File: config.mk
export PLATFORM = sky130hd
export DESIGN_NAME = utxc_top
export DESIGN_NICKNAME = d
export VERILOG_FILES = /design/src/utxc_pacer.v /design/src/utxc_top.v
export VERILOG_INCLUDE_DIRS = /design/src /design/src/common
export SDC_FILE = /design/constraint.sdc
export NUM_CORES = 1
export LEC_CHECK = 0
export BUFFER_PORTS_ARGS = -buffer_cell sky130_fd_sc_hd__buf_2
export CORE_UTILIZATION = 40
export CTS_CLUSTER_SIZE = 10
export DETAILED_ROUTE_END_ITERATION = 16
export GPL_ROUTABILITY_DRIVEN = 0
export GPL_TIMING_DRIVEN = 0
export PLACE_DENSITY_LB_ADDON = 0.15
export SLEW_MARGIN = 20
export SYNTH_ARGS = -nofsm -noshare
export SYNTH_HDL_FRONTEND = slang
export SYNTH_SLANG_ARGS = --single-unit
File: constraint.sdc
create_clock -name aclk -period 4.3 [get_ports aclk]
set_input_delay 0.645 -clock aclk [delete_from_list [all_inputs] [get_ports aclk]]
set_output_delay 0.645 -clock aclk [all_outputs]
set_load 0.05 [all_outputs]
File: src/common/utxc_defines.vh
`ifndef UTXC_DEFINES_VH
`define UTXC_DEFINES_VH

// ==================================================
// Register byte offsets
`define UTXC_OFF_CTRL 8'h00
`define UTXC_OFF_STATUS 8'h04
`define UTXC_OFF_TXCOUNT 8'h08
`define UTXC_OFF_DIV_HS 8'h0C
`define UTXC_OFF_DIV_FS 8'h10
`define UTXC_OFF_DIV_LS 8'h14

// ==================================================
// Control register fields
`define UTXC_CTRL_HOST_BIT 0
`define UTXC_CTRL_TXEN_BIT 1
`define UTXC_CTRL_RST 2'h2

// ==================================================
// Status register fields
`define UTXC_ST_STATE_LSB 0
`define UTXC_ST_SUSP_BIT 4
`define UTXC_ST_TERM_BIT 5
`define UTXC_ST_SPEED_LSB 6
`define UTXC_ST_TXVALID_BIT 8

// ==================================================
// Byte slot divisor reset values, in aclk cycles
`define UTXC_DIV_HS_RST 16'h0001
`define UTXC_DIV_FS_RST 16'h0008
`define UTXC_DIV_LS_RST 16'h0040

// ==================================================
// Speed select encodings
`define UTXC_SPD_HS 2'h0
`define UTXC_SPD_FS 2'h1
`define UTXC_SPD_LS 2'h2
`define UTXC_SPD_LS_FSEDGE 2'h3

// ==================================================
// Line symbol kinds
`define UTXC_SYM_SYNC 2'h1
`define UTXC_SYM_DATA 2'h2
`define UTXC_SYM_EOP 2'h3

// ==================================================
// AXI responses
`define UTXC_RESP_OKAY 2'h0
`define UTXC_RESP_SLVERR 2'h2

// ==================================================
// Timing: clock period and receive latency bound
`define UTXC_CLK_PERIOD_PS 10000
`define UTXC_RX_LAT_MAX_PS 89583
`define UTXC_RX_LAT_CYC (`UTXC_RX_LAT_MAX_PS / `UTXC_CLK_PERIOD_PS)
`define UTXC_RX_PIPE 2

`endif

File: src/utxc_pacer.v
`timescale 1ns/100ps

// ==================================================
// Byte slot pacer: one-cycle tick every div cycles
module utxc_pacer
(
  input wire aclk,
  input wire rst,
  input wire run,
  input wire [15:0] div,
  output reg tick
);

  reg [15:0] cnt_r;

  // Divisor of zero acts as one so the pacer never stalls
  always @(posedge aclk)
  begin
    if (rst || !run)
    begin
      cnt_r <= 16'h0000;
      tick <= 1'b0;
    end
    else if ((cnt_r + 16'h0001) >= div)
    begin
      cnt_r <= 16'h0000;
      tick <= 1'b1;
    end
    else
    begin
      cnt_r <= cnt_r + 16'h0001;
      tick <= 1'b0;
    end
  end

endmodule

File: src/utxc_top.v
// Behaviour
// - The line speed follows the two-bit speed select, 00 high, 01 full, 10 low, 11 low data with full edges.
// - Termination select 0 enables high-speed terminations and 1 enables full-speed terminations.
// - Transmit ready pulses to say the current byte was taken and the next may follow.
// - Transmit valid high means the data bus holds a byte to send.
// - A rise of transmit valid starts a SYNC pattern on the line ahead of the data.
// - A fall of transmit valid starts an end-of-packet sequence on the line.
// - Suspend input low enters low-power suspend with clocks stopped, high is normal operation.
// - In host role the pull-up is removed in suspend, in device role the pull-down follows termination select.
// - The active-high reset pin returns every state machine to its start, and may arrive asynchronously; here the AXI channels reset only on aresetn.
// - Received bytes reach the data bus within 43 high-speed bit times.
// - A reference clock is sourced and every port signal is driven and sampled on it; here ports use aclk and ref_clock_out is aclk halved.
// - Bytes travel on one two-way eight-bit bus with bit 7 the most significant; here tx_data is an input and rx_data an output qualified by data_oe.
//
// Decided for this implementation: the address map and the AXI4-Lite interface to the registers.
`timescale 1ns/100ps
`include "utxc_defines.vh"

module utxc_top
(
  input wire aclk,
  input wire aresetn,
  input wire [7:0] s_axi_awaddr,
  input wire s_axi_awvalid,
  output wire s_axi_awready,
  input wire [31:0] s_axi_wdata,
  input wire [3:0] s_axi_wstrb,
  input wire s_axi_wvalid,
  output wire s_axi_wready,
  output reg [1:0] s_axi_bresp,
  output reg s_axi_bvalid,
  input wire s_axi_bready,
  input wire [7:0] s_axi_araddr,
  input wire s_axi_arvalid,
  output wire s_axi_arready,
  output reg [31:0] s_axi_rdata,
  output reg [1:0] s_axi_rresp,
  output reg s_axi_rvalid,
  input wire s_axi_rready,
  input wire port_reset,
  input wire suspend_n,
  input wire [1:0] speed_sel,
  input wire term_sel,
  input wire tx_valid,
  output reg tx_ready,
  input wire [7:0] tx_data,
  output reg [7:0] rx_data,
  output reg data_oe,
  output reg ref_clock_out,
  input wire [7:0] rx_line_byte,
  input wire rx_line_valid,
  output reg [1:0] line_speed,
  output reg line_fs_edges,
  output reg hs_term_en,
  output reg fs_term_en,
  output reg pullup_en,
  output reg pulldown_en,
  output reg low_power,
  output reg line_sym_valid,
  output reg [1:0] line_sym_kind,
  output reg [7:0] line_sym_byte
);

  // ==================================================
  // States
  localparam ST_IDLE = 4'b0001;
  localparam ST_SYNC = 4'b0010;
  localparam ST_DATA = 4'b0100;
  localparam ST_EOP = 4'b1000;

  // Slot divisor chosen by the speed select
  function [15:0] pick_div;
    input [1:0] spd;
    input [15:0] dhs;
    input [15:0] dfs;
    input [15:0] dls;
    begin
      case (spd)
        `UTXC_SPD_HS: pick_div = dhs;
        `UTXC_SPD_FS: pick_div = dfs;
        default: pick_div = dls;
      endcase
    end
  endfunction

  reg [1:0] ctrl_r;
  reg [15:0] div_hs_r;
  reg [15:0] div_fs_r;
  reg [15:0] div_ls_r;
  reg [31:0] txcount_r;
  reg aw_got_r;
  reg w_got_r;
  reg [7:0] awaddr_r;
  reg [31:0] wdata_r;
  reg [3:0] wstrb_r;
  reg [3:0] state_r;
  reg [3:0] state_nxt;
  reg [7:0] rx_pipe_r [0:`UTXC_RX_PIPE-1];
  reg [`UTXC_RX_PIPE-1:0] rx_vpipe_r;
  reg [1:0] rst_sync_r;
  reg [1:0] susp_sync_r;
  reg [1:0] txv_sync_r;
  reg [1:0] term_sync_r;
  reg [3:0] spd_sync_r;
  reg [15:0] data_sync_r;
  reg [7:0] rxb_sync1_r;
  reg [7:0] rxb_sync2_r;
  reg [1:0] rxv_sync_r;
  reg txv_prev_r;
  wire rst;
  wire txv;
  wire suspended;
  wire term_fs;
  wire [1:0] spd;
  wire [7:0] tx_byte;
  wire slot_tick;
  wire wr_fire;
  wire [31:0] wr_merged;
  wire wr_hit;
  wire ar_hit;
  wire sending;
  integer k;

  // ==================================================
  // Pin synchronisers, second stage only is read
  always @(posedge aclk)
  begin
    if (!aresetn)
    begin
      rst_sync_r <= 2'h3;
      susp_sync_r <= 2'h3;
      txv_sync_r <= 2'h0;
      term_sync_r <= 2'h0;
      spd_sync_r <= 4'h0;
      data_sync_r <= 16'h0000;
      rxb_sync1_r <= 8'h00;
      rxb_sync2_r <= 8'h00;
      rxv_sync_r <= 2'h0;
    end
    else
    begin
      rst_sync_r <= {rst_sync_r[0], port_reset};
      susp_sync_r <= {susp_sync_r[0], suspend_n};
      txv_sync_r <= {txv_sync_r[0], tx_valid};
      term_sync_r <= {term_sync_r[0], term_sel};
      spd_sync_r <= {spd_sync_r[1:0], speed_sel};
      data_sync_r <= {data_sync_r[7:0], tx_data};
      rxb_sync1_r <= rx_line_byte;
      rxb_sync2_r <= rxb_sync1_r;
      rxv_sync_r <= {rxv_sync_r[0], rx_line_valid};
    end
  end

  assign rst = !aresetn || rst_sync_r[1];
  assign suspended = !susp_sync_r[1];
  assign term_fs = term_sync_r[1];
  assign spd = spd_sync_r[3:2];
  assign tx_byte = data_sync_r[15:8];
  assign txv = txv_sync_r[1] && ctrl_r[`UTXC_CTRL_TXEN_BIT];
  assign sending = (state_r != ST_IDLE);

  // ==================================================
  // Byte slot pacer, held cleared while suspended
  utxc_pacer u_pacer
  (
    .aclk(aclk),
    .rst(rst),
    .run(!suspended),
    .div(pick_div(spd, div_hs_r, div_fs_r, div_ls_r)),
    .tick(slot_tick)
  );

  // ==================================================
  // Transmit state machine
  always @*
  begin
    state_nxt = state_r;
    case (state_r)
      ST_IDLE:
        if (txv && !txv_prev_r)
          state_nxt = ST_SYNC;
      ST_SYNC:
        if (slot_tick)
          state_nxt = txv ? ST_DATA : ST_EOP;
      ST_DATA:
        if (slot_tick && !txv)
          state_nxt = ST_EOP;
      ST_EOP:
        if (slot_tick)
          state_nxt = ST_IDLE;
      default:
        state_nxt = ST_IDLE;
    endcase
  end

  // Suspend aborts a packet; the line is dead with clocks off
  always @(posedge aclk)
  begin
    if (rst || suspended)
    begin
      state_r <= ST_IDLE;
      txv_prev_r <= 1'b0;
    end
    else
    begin
      state_r <= state_nxt;
      txv_prev_r <= txv;
    end
  end

  // ==================================================
  // Line symbols and byte acknowledge
  always @(posedge aclk)
  begin
    if (rst || suspended)
    begin
      tx_ready <= 1'b0;
      line_sym_valid <= 1'b0;
      line_sym_kind <= 2'h0;
      line_sym_byte <= 8'h00;
      txcount_r <= 32'h0;
    end
    else
    begin
      tx_ready <= 1'b0;
      line_sym_valid <= 1'b0;
      if (state_r == ST_SYNC && slot_tick)
      begin
        line_sym_valid <= 1'b1;
        line_sym_kind <= `UTXC_SYM_SYNC;
      end
      else if (state_r == ST_DATA && slot_tick && txv)
      begin
        tx_ready <= 1'b1;
        line_sym_valid <= 1'b1;
        line_sym_kind <= `UTXC_SYM_DATA;
        line_sym_byte <= tx_byte;
        txcount_r <= txcount_r + 32'h1;
      end
      else if (state_r == ST_EOP && slot_tick)
      begin
        line_sym_valid <= 1'b1;
        line_sym_kind <= `UTXC_SYM_EOP;
      end
    end
  end

  // ==================================================
  // Line setup: speed, terminations, pulls, power
  always @(posedge aclk)
  begin
    if (rst)
    begin
      line_speed <= `UTXC_SPD_HS;
      line_fs_edges <= 1'b0;
      hs_term_en <= 1'b1;
      fs_term_en <= 1'b0;
      pullup_en <= 1'b0;
      pulldown_en <= 1'b0;
      low_power <= 1'b0;
      ref_clock_out <= 1'b0;
    end
    else
    begin
      line_speed <= spd;
      line_fs_edges <= (spd == `UTXC_SPD_LS_FSEDGE) || (spd == `UTXC_SPD_FS);
      hs_term_en <= !term_fs;
      fs_term_en <= term_fs;
      pullup_en <= ctrl_r[`UTXC_CTRL_HOST_BIT] && !suspended;
      pulldown_en <= !ctrl_r[`UTXC_CTRL_HOST_BIT] && term_fs;
      low_power <= suspended;
      ref_clock_out <= suspended ? 1'b0 : !ref_clock_out;
    end
  end

  // ==================================================
  // Receive path onto the shared data bus
  always @(posedge aclk)
  begin
    if (rst)
    begin
      for (k = 0; k < `UTXC_RX_PIPE; k = k + 1)
        rx_pipe_r[k] <= 8'h00;
      rx_vpipe_r <= {`UTXC_RX_PIPE{1'b0}};
      rx_data <= 8'h00;
      data_oe <= 1'b0;
    end
    else
    begin
      rx_pipe_r[0] <= rxb_sync2_r;
      rx_vpipe_r[0] <= rxv_sync_r[1] && !sending && !suspended;
      for (k = 1; k < `UTXC_RX_PIPE; k = k + 1)
      begin
        rx_pipe_r[k] <= rx_pipe_r[k-1];
        rx_vpipe_r[k] <= rx_vpipe_r[k-1];
      end
      // bus driven only when not sending
      rx_data <= rx_pipe_r[`UTXC_RX_PIPE-1];
      data_oe <= rx_vpipe_r[`UTXC_RX_PIPE-1] && !sending;
    end
  end

  // ==================================================
  // AXI4-Lite write channel, address and data in any order
  assign s_axi_awready = !aw_got_r && !s_axi_bvalid;
  assign s_axi_wready = !w_got_r && !s_axi_bvalid;
  assign wr_fire = aw_got_r && w_got_r && !s_axi_bvalid;
  assign wr_merged = {wstrb_r[3] ? wdata_r[31:24] : 8'h00, wstrb_r[2] ? wdata_r[23:16] : 8'h00,
                      wstrb_r[1] ? wdata_r[15:8] : 8'h00, wstrb_r[0] ? wdata_r[7:0] : 8'h00};
  assign wr_hit = (awaddr_r == `UTXC_OFF_CTRL) || (awaddr_r == `UTXC_OFF_DIV_HS) ||
                  (awaddr_r == `UTXC_OFF_DIV_FS) || (awaddr_r == `UTXC_OFF_DIV_LS) ||
                  (awaddr_r == `UTXC_OFF_STATUS) || (awaddr_r == `UTXC_OFF_TXCOUNT);

  always @(posedge aclk)
  begin
    if (!aresetn)
    begin
      aw_got_r <= 1'b0;
      w_got_r <= 1'b0;
      awaddr_r <= 8'h00;
      wdata_r <= 32'h0;
      wstrb_r <= 4'h0;
      s_axi_bvalid <= 1'b0;
      s_axi_bresp <= `UTXC_RESP_OKAY;
      ctrl_r <= `UTXC_CTRL_RST;
      div_hs_r <= `UTXC_DIV_HS_RST;
      div_fs_r <= `UTXC_DIV_FS_RST;
      div_ls_r <= `UTXC_DIV_LS_RST;
    end
    else
    begin
      if (s_axi_awvalid && s_axi_awready)
      begin
        aw_got_r <= 1'b1;
        awaddr_r <= {s_axi_awaddr[7:2], 2'h0};
      end
      if (s_axi_wvalid && s_axi_wready)
      begin
        w_got_r <= 1'b1;
        wdata_r <= s_axi_wdata;
        wstrb_r <= s_axi_wstrb;
      end
      if (wr_fire)
      begin
        aw_got_r <= 1'b0;
        w_got_r <= 1'b0;
        s_axi_bvalid <= 1'b1;
        s_axi_bresp <= wr_hit ? `UTXC_RESP_OKAY : `UTXC_RESP_SLVERR;
        // Partial strobes update only the lanes written
        case (awaddr_r)
          `UTXC_OFF_CTRL: if (wstrb_r[0]) ctrl_r <= wr_merged[1:0];
          `UTXC_OFF_DIV_HS: div_hs_r <= (wr_merged[15:0] & {{8{wstrb_r[1]}}, {8{wstrb_r[0]}}}) |
                                        (div_hs_r & ~{{8{wstrb_r[1]}}, {8{wstrb_r[0]}}});
          `UTXC_OFF_DIV_FS: div_fs_r <= (wr_merged[15:0] & {{8{wstrb_r[1]}}, {8{wstrb_r[0]}}}) |
                                        (div_fs_r & ~{{8{wstrb_r[1]}}, {8{wstrb_r[0]}}});
          `UTXC_OFF_DIV_LS: div_ls_r <= (wr_merged[15:0] & {{8{wstrb_r[1]}}, {8{wstrb_r[0]}}}) |
                                        (div_ls_r & ~{{8{wstrb_r[1]}}, {8{wstrb_r[0]}}});
          default: ;
        endcase
      end
      else if (s_axi_bvalid && s_axi_bready)
        s_axi_bvalid <= 1'b0;
    end
  end

  // ==================================================
  // AXI4-Lite read channel
  assign s_axi_arready = !s_axi_rvalid;
  assign ar_hit = ({s_axi_araddr[7:2], 2'h0} <= `UTXC_OFF_DIV_LS);

  always @(posedge aclk)
  begin
    if (!aresetn)
    begin
      s_axi_rvalid <= 1'b0;
      s_axi_rdata <= 32'h0;
      s_axi_rresp <= `UTXC_RESP_OKAY;
    end
    else if (s_axi_arvalid && s_axi_arready)
    begin
      s_axi_rvalid <= 1'b1;
      s_axi_rresp <= ar_hit ? `UTXC_RESP_OKAY : `UTXC_RESP_SLVERR;
      case ({s_axi_araddr[7:2], 2'h0})
        `UTXC_OFF_CTRL: s_axi_rdata <= {30'h0, ctrl_r};
        `UTXC_OFF_STATUS: s_axi_rdata <= {23'h0, txv_sync_r[1], spd, term_fs, suspended, state_r};
        `UTXC_OFF_TXCOUNT: s_axi_rdata <= txcount_r;
        `UTXC_OFF_DIV_HS: s_axi_rdata <= {16'h0, div_hs_r};
        `UTXC_OFF_DIV_FS: s_axi_rdata <= {16'h0, div_fs_r};
        `UTXC_OFF_DIV_LS: s_axi_rdata <= {16'h0, div_ls_r};
        default: s_axi_rdata <= 32'h0;
      endcase
    end
    else if (s_axi_rvalid && s_axi_rready)
      s_axi_rvalid <= 1'b0;
  end

endmodule

[Word level (Yosys, flattened, before mapping)]
Memories as Yosys holds them, arrays and structs flattened. A register that Yosys moved wholly into a read port is not among the register bits.
Cells that the tools add are included.
Cells by class
  $add $sub $neg: 2
  order comparisons: 2
  eq/ne operators: 21
  mux-type cells: 29
  bitwise operators: 13
  reduce and logical (&&, ||, !) cells: 58
Operator list (count)
  case mux 32 bit (6 select lines): 1
  bitwise AND 16 bit: 4
  bitwise OR 16 bit: 3
  adder 32 x 1 -> 32 bit (second input constant): 1
  two-way mux 8 bit: 4
  case mux 16 bit (2 select lines): 1
  equality test 6 x 2 -> 1 bit (second input constant): 4
  equality test 6 x 3 -> 1 bit (second input constant): 4
  logical AND 1 bit: 21
  two-way mux 4 bit: 5
  adder 16 x 1 -> 16 bit (second input constant): 1
  greater-or-equal comparator 16 bit: 1
  inverter 16 bit: 1
  case mux 4 bit (4 select lines): 1
  two-way mux 1 bit: 13
  equality test 6 x 1 -> 1 bit (second input constant): 2
  zero test 1 bit: 12
  <= comparator 8 x 5 -> 1 bit (second input constant): 1
  zero test 8 bit: 1
  logical OR 1 bit: 8
  two-way mux 2 bit: 4
  AND reduction 2 bit: 4
  OR reduction 2 bit: 4
  zero test 6 bit: 1
  other kinds (16): 23
Storage, ports and cells
  register bits after elaboration: 238
  RAM bits: 16
  logic and storage cells: 169
  memories kept: 1
Memory list
  rx_pipe_r: words 2, width 8, rd ports 2, clocked after memory_dff 1, write ports 2, line utxc_top.v:98  | reg [7:0] rx_pipe_r [0:`UTXC_RX_PIPE-1];

[Longest topological paths before layout]
Gate-level depths: netlist of the first run.
  depth after elaboration: 7
  mapped depth: 12

[Hierarchy]
A second synthesis of the first run with hierarchy kept.
Unflattened totals
  cell total of the unflattened synthesis: 1119
  area total of the unflattened synthesis: 10661.5 um2
Modules (own cells, without submodules)
  utxc_top: instances 1, cells each 983, area an instance 9441.6 um2, sequential area each 4864.7 um2
  utxc_pacer: instances 1, cells each 136, area an instance 1219.9 um2, sequential area each 340.3 um2

[Worst setup path after synthesis of the first run]
No wires, ideal clock.
  kind: register to register
  from: reg spd_sync_r[2]
  to: reg u_pacer.cnt_r[10]
  setup time: 131 ps
  arrival: 2909 ps
  slack: 1260 ps
  stages on the path, launching flop included: 12
  path buffers: 3
  period minus slack after synthesis: 3040 ps
  cells stage by stage: dfxtp_1 > clkbuf_1 > buf_1 > mux2i_1 > nor2_1 > a21oi_1 > ha_1 > nand4_1 > or2_2 > o221ai_1 > clkbuf_1 > nor3b_1
On the way
  cells in the longest elaborated chain, start to end: 4
Ends and longest elaborated chain
  from (decl): line utxc_top.v:104  | reg [3:0] spd_sync_r;
  from (signal assigned): line utxc_top.v:146  | spd_sync_r <= {spd_sync_r[1:0], speed_sel};
  equality test 2 x 1 -> 1 bit / zero test 2 bit (equally long branches): line utxc_top.v:78  | case (spd)
  case mux 16 bit (2 select lines) (*): line utxc_top.v:78
  greater-or-equal comparator 16 bit (*): line utxc_pacer.v:24  | else if ((cnt_r + 16'h0001) >= div)
  OR reduction 2 bit (no source line) (*)
  to (signal assigned): line utxc_pacer.v:31  | cnt_r <= cnt_r + 16'h0001;
  to (decl): line utxc_pacer.v:14  | reg [15:0] cnt_r;
Mark *: on every way between the ends. The rest lies on a longest branch, timed or not.
A chain may end at the register's enable or synchronous reset.

[Worst setup path after layout of the first run]
  from: reg spd_sync_r[2]
  to: reg u_pacer.cnt_r[11]
The elaborated chain is that of the path after synthesis.

==> results of run 1 <==
==> routing by layer <==
layer	vias up	global-route usage
met2	256	0.332
met1	3956	0.272
met3	47	0.0318
li1	4230	-
met4	0	0.0634
met5	-	0
==> layout by cell type, fill, tap and decap left out, types with 16 or more instances in the layout <==
cell,netlist,layout
dfxtp_1,260,260
buf_2,1,126
mux2i_1,112,112
nand2_1,98,98
nor2b_1,75,75
and2_1,74,74
clkbuf_1,53,58
nor2_1,50,50
a21oi_1,43,43
o21ai_0,36,36
clkbuf_16,0,31
nand4_1,25,25
nand3_1,22,22
nor3_1,21,21
nand2b_1,21,21
a22oi_1,21,21
a21boi_0,19,19
ha_1,18,18
nor3b_1,16,16
==> area by class of cell <==
type,instances,area (um^2),area share
Sequential cell,260,5200,0.414
Buffer,65,269,0.0214
Tap cell,335,419,0.0333
Clock inverter,1,5.00,0.000398
Timing Repair Buffer,125,626,0.0497
Clock buffer,37,808,0.0642
Inverter,12,45.0,0.00358
Multi-Input combinational cell,783,5200,0.414
==> synth_stat cells, types with 12 or more instances <==
cell type,count
and3_1,12
dfxtp_1,260
nand3_1,22
or3_1,12
nor3_1,21
xor2_1,12
nor2b_1,75
nand4_1,25
nand2_1,98
nor3b_1,16
nor4_1,12
and2_1,74
clkbuf_1,53
inv_1,12
a21boi_0,19
ha_1,18
a22oi_1,21
a21oi_1,43
o21ai_0,36
nor2_1,50
mux2i_1,112
nand2b_1,21
==> path summary, 6_finish.rpt <==
check / startpoint / end / slack, ps / cells after the start
min reg2reg: ref_clock_out / ref_clock_out / 410 / 1
max: spd_sync_r[2] / u_pacer.cnt_r[11] / 440 / 11
max reg2reg: spd_sync_r[2] / u_pacer.cnt_r[11] / 440 / 11
min: suspend_n / susp_sync_r[0] / 290 / 2
==> power breakdown <==
group	switching (mW)	total (mW)	internal, mW
Combinational	0.167	0.260	0.0925
Sequential	0.0273	2.48	2.45
Clock	0.904	2.19	1.29
Total	1.10	4.93	3.83
==> what timing repair did <==
action	CTS	global route
hold buffers	0	0
endpoints found under the setup margin	0	12
resized for setup	0	1
==> through the flow <==
step | util | total power [mW]
global route | 0.481 | 5.11
finish | 0.481 | 4.93
CTS | 0.481 | 5.00
floorplan | - | 2.69
global placement | 0.450 | 2.79
detailed placement | 0.450 | 2.79
==> logic make-up (layout without fill, tap and decap cells) <==
group	count (synthesis)	after routing	synth area share
and+or+nand+nor	460	460	0.236
DFF	260	260	0.486
AOI/OAI and AO/OA	165	165	0.100
muxes	119	119	0.112
buffers and inverters	77	240	0.0292
xor gates and xnor gates	19	19	0.0155
adders and majority gates	18	18	0.0210
other	1	2	0.000350
==> flow_summary.yaml, run 1 <==
floorplan:
  io_pins: 153
  row_count: 59
  core_area_um2: 26100
  die_h_um: 166
  die_x_um: 166
  initial_core_util: 0.410
  dieArea_um2: 27400
synthesis:
  yosysTopAreaCell: "dfxtp_1"
  syn_inst: 1119
  ys_ff_latch: 260
  yosysSeqAreaShare: 0.486
  synth_edf_count: 0
  synth_area_per_cell_um2: 9.57
  yosys-top-cells-area: "dfxtp_1 49%, mux2i_1 10%, nor2b_1 4.4%"
  synthArstFlopShare: 0
  syn_area_um2: 10700
  synth_warnings: 0
  synth_flop_cell: "dfxtp_1"
  synth_top_cell_area_share: 0.486
  synthDistinctLibCells: 59
detailed_routing:
  highest_layer: "met4"
  detail-route-antenna-nets: 0
  met2_length_um: 12400
  dr_wl_met3_um: 1730
  drc: 6
  wire_per_inst_um: 17.2
  firstDrtPassIters: 11
  viasPerCell: 5.25
  vias: 8489
  dr.first_iter.drc_count: 546
  totalWireLength_um: 27800
  met1Wirelength_um: 12900
sta:
  skew_ps: 8.90
  finalWorstSetupSlack_ps: 440
  post-route-min-period_ps: 3860
  finalCritPeriodShare: 0.898
  setup_viol: 0
  hold_viol: 0
  hold-worst-slack_ps: 287
  slew_headroom: 0.275
  worst_pin_slew_ps: 1090
  setup_tns_ps: 0
  rsz0062_at_grt: "false"
  drv_slew: 0
  fmax_ghz: 0.259
place:
  dp_hpwl_um: 20600
  io_buffers: 125
  post_dp_cell_area_um2: 11800
  placed_cells: 1580
  pre_cts_ws_ps: 279
global_routing:
  grt_max_degree: 15
  grt_usage: 0.202
  overflow: 0
  grt_pass1_wl_um: 44200
  first_global_vias: 8110
  antenna_found_initial: 0
outcome:
  outcome: "finished with violations"
  violations: "design-rule violations"
flow_run:
  cap_violations: 0
clock_tree:
  cts_buffers: 30
  cts_tree: "done"
  cts_max_path_buffers: 3
  root_buffer: "clkbuf_16"
  cts_sinks: 260
  ctsHtreeMaxLevel: 1
  clock_latency_ps: 540
  clkTransAtPathRegs_ps: 50
  post_cts_buffers: 0
setup_path:
  crit_fanout: 10
  critPathMaxStageDelay_ps: 560
  path_cells: "clkbuf_1 > clkbuf_2 > mux2i_1 > nor2_1 > a21oi_1 > ha_1 > nand4_1 > or2_2 > o221ai_1 > clkbuf_1 > nor3b_1"
  crit_arrival_ps: 4260
  worstSetupPathType: "reg -> reg"
  cp-start-kind: "register"
  critPathRequiredTime_ps: 4700
  crit_buf_inv: 3
  path_delay_family: "buffers and inverters"
  critPathCaptureType: "register"
  slowest_stage: "o221ai_1"
  critPathMostFrequentCell: "clkbuf_1"
min_path:
  hold_class: "in -> reg"
finish:
  num_antenna_cells: 0
  fillers: 2582
  area_growth_pct: 17.5
  drive_above_1_share: 0.139
  final_cell_area_um2: 12600
  fin_nets: 1377
  finalNonFillerCells: 1618
power_and_ir_drop:
  p_leak_nw: 5.19
  peakVddDrop_v: 0.000321
  powerDensity_nw_per_um2: 392
(Power assumes the default switching activity.)
==> inputs of run 2 (changes only) <==
Settings changed: CELL_PAD_IN_SITES_DETAIL_PLACEMENT set to 1, CELL_PAD_IN_SITES_GLOBAL_PLACEMENT set to 2, CORE_UTILIZATION 40 to 36.
==> flow_summary.yaml, run 2 (same netlist as run 1, synthesis figures left out) <==
place:
  placed_cells: 1629
  post_dp_cell_area_um2: 11800
  io_buffers: 125
  pre_cts_ws_ps: 173
  dp_hpwl_um: 23300
sta:
  hold_viol: 0
  rsz0062_at_grt: "false"
  fmax_ghz: 0.259
  finalWorstSetupSlack_ps: 443
  skew_ps: 8.55
  slew_headroom: 0.224
  finalCritPeriodShare: 0.897
  setup_viol: 0
  hold-worst-slack_ps: 265
  drv_slew: 0
  setup_tns_ps: 0
  post-route-min-period_ps: 3860
  worst_pin_slew_ps: 1150
clock_tree:
  cts_max_path_buffers: 3
  clkTransAtPathRegs_ps: 60
  cts_tree: "done"
  root_buffer: "clkbuf_16"
  clock_latency_ps: 560
  ctsHtreeMaxLevel: 1
  cts_buffers: 31
  ctsHoldBuffers: 0
  cts_sinks: 260
setup_path:
  crit_arrival_ps: 4280
  critPathRequiredTime_ps: 4730
  rrSetupSlack_ps: 440
  worstSetupPathType: "reg -> reg"
  r2r_start: "spd_sync_r[2]"
  path_delay_family: "buffers and inverters"
  r2r-end: "u_pacer.cnt_r[14]"
  crit_buf_inv: 3
  critPathCaptureType: "register"
  slowest_stage: "clkbuf_1"
  path_cells: "clkbuf_1 > clkbuf_2 > mux2i_1 > nor2_1 > a21oi_1 > ha_1 > nand4_1 > or2_2 > o221ai_1 > clkbuf_1 > a211oi_1"
  critPathMostFrequentCell: "clkbuf_1"
  critPathMaxStageDelay_ps: 620
  cp-start-kind: "register"
  crit_fanout: 10
  rr_worst_depth: 11
finish:
  finalNonFillerCells: 1673
  final_cell_area_um2: 12700
  final_common_cell: "dfxtp_1"
  fin_nets: 1378
  num_antenna_cells: 0
  seqCellArea_um2: 5200
  multi_input_area_um2: 5210
  drive_above_1_share: 0.142
  fin_util: 0.438
  fillers: 3388
  final_cell_mix: "260 x dfxtp_1, 126 x buf_2, 112 x mux2i_1"
  area_growth_pct: 18.6
floorplan:
  dieArea_um2: 30400
  die_h_um: 174
  row_count: 62
  core_area_um2: 29000
  initial_core_util: 0.369
  io_pins: 153
  die_x_um: 174
flow_run:
  cap_violations: 0
min_path:
  min_from: "suspend_n"
  hold_class: "in -> reg"
  holdPathEnd: "susp_sync_r[0]"
  holdPathStages: 2
detailed_routing:
  dr.first_iter.drc_count: 393
  viasPerCell: 5.19
  firstDrtPassIters: 5
  drc: 0
  vias: 8685
  detail-route-antenna-nets: 0
  totalWireLength_um: 31400
  wire_per_inst_um: 18.8
power_and_ir_drop:
  peakVddDrop_v: 0.000283
  p_leak_nw: 5.21
  total_power_mw: 5.05
  powerDensity_nw_per_um2: 397
outcome:
  outcome: "complete, no violations"
global_routing:
  overflow: 0
  first_global_vias: 8845
  grt_pass1_wl_um: 49600
  grt_max_degree: 17
  grt_usage: 0.208
  antenna_found_initial: 1
[run 2: cell types whose count changed in the layout (fill, tap and decap cells not counted)]
cell	change
nor4_2	+1
clkbuf_1	+3
nor4_4	-1
clkinvlp_4	+1
nor3b_2	+1
nor4b_2	+1
nor4b_1	-1
clkbuf_8	+1
nor3b_1	-1
inv_16	+1
[run 2: timing repair]
item	CTS	global route
endpoints found under the setup margin	0	12
resized for setup	0	1
setup buffers	0	0
[run 2: area by class of cell]
class | instances | area share
repair buffers | 125 | 0.0493
multi-input cells | 783 | 0.410
clock inverters | 3 | 0.00256
well taps | 384 | 0.0378
inverters | 12 | 0.00355
flip-flops and latches | 260 | 0.410
clock buffers | 41 | 0.0656
plain buffers | 65 | 0.0212
[run 2: report_power, final]
group,internal (mW),switching [mW],total [mW],leakage [nW]
clock network,1.33,0.966,2.30,0.420
logic,0.0926,0.172,0.265,2.68
registers,2.45,0.0293,2.48,2.11
[run 2: worst max path at each step]
| stage | slack [ps] | end | from | cells after the start |
|---|---|---|---|---|
| after floorplan | 1260 | u_pacer.cnt_r[10] | spd_sync_r[2] | 11 |
| after global placement | 150 | u_pacer.cnt_r[11] | spd_sync_r[2] | 11 |
| after detailed placement | 170 | u_pacer.cnt_r[13] | spd_sync_r[2] | 11 |
| after CTS | 150 | u_pacer.cnt_r[14] | spd_sync_r[2] | 11 |
| after global routing | 170 | u_pacer.cnt_r[10] | spd_sync_r[2] | 11 |
| final | 440 | u_pacer.cnt_r[14] | spd_sync_r[2] | 11 |
[run 2: routing by layer]
| metal | up-vias | share of wire | wire length (um) | track usage |
|---|---|---|---|---|
| met5 | - | 0.00038 | 12 | 0 |
| met4 | 2 | 0.025 | 774 | 0.0548 |
| met3 | 45 | 0.040 | 1260 | 0.0324 |
| met2 | 176 | 0.47 | 14700 | 0.350 |
| met1 | 4226 | 0.47 | 14700 | 0.277 |
| li1 | 4236 | - | - | - |
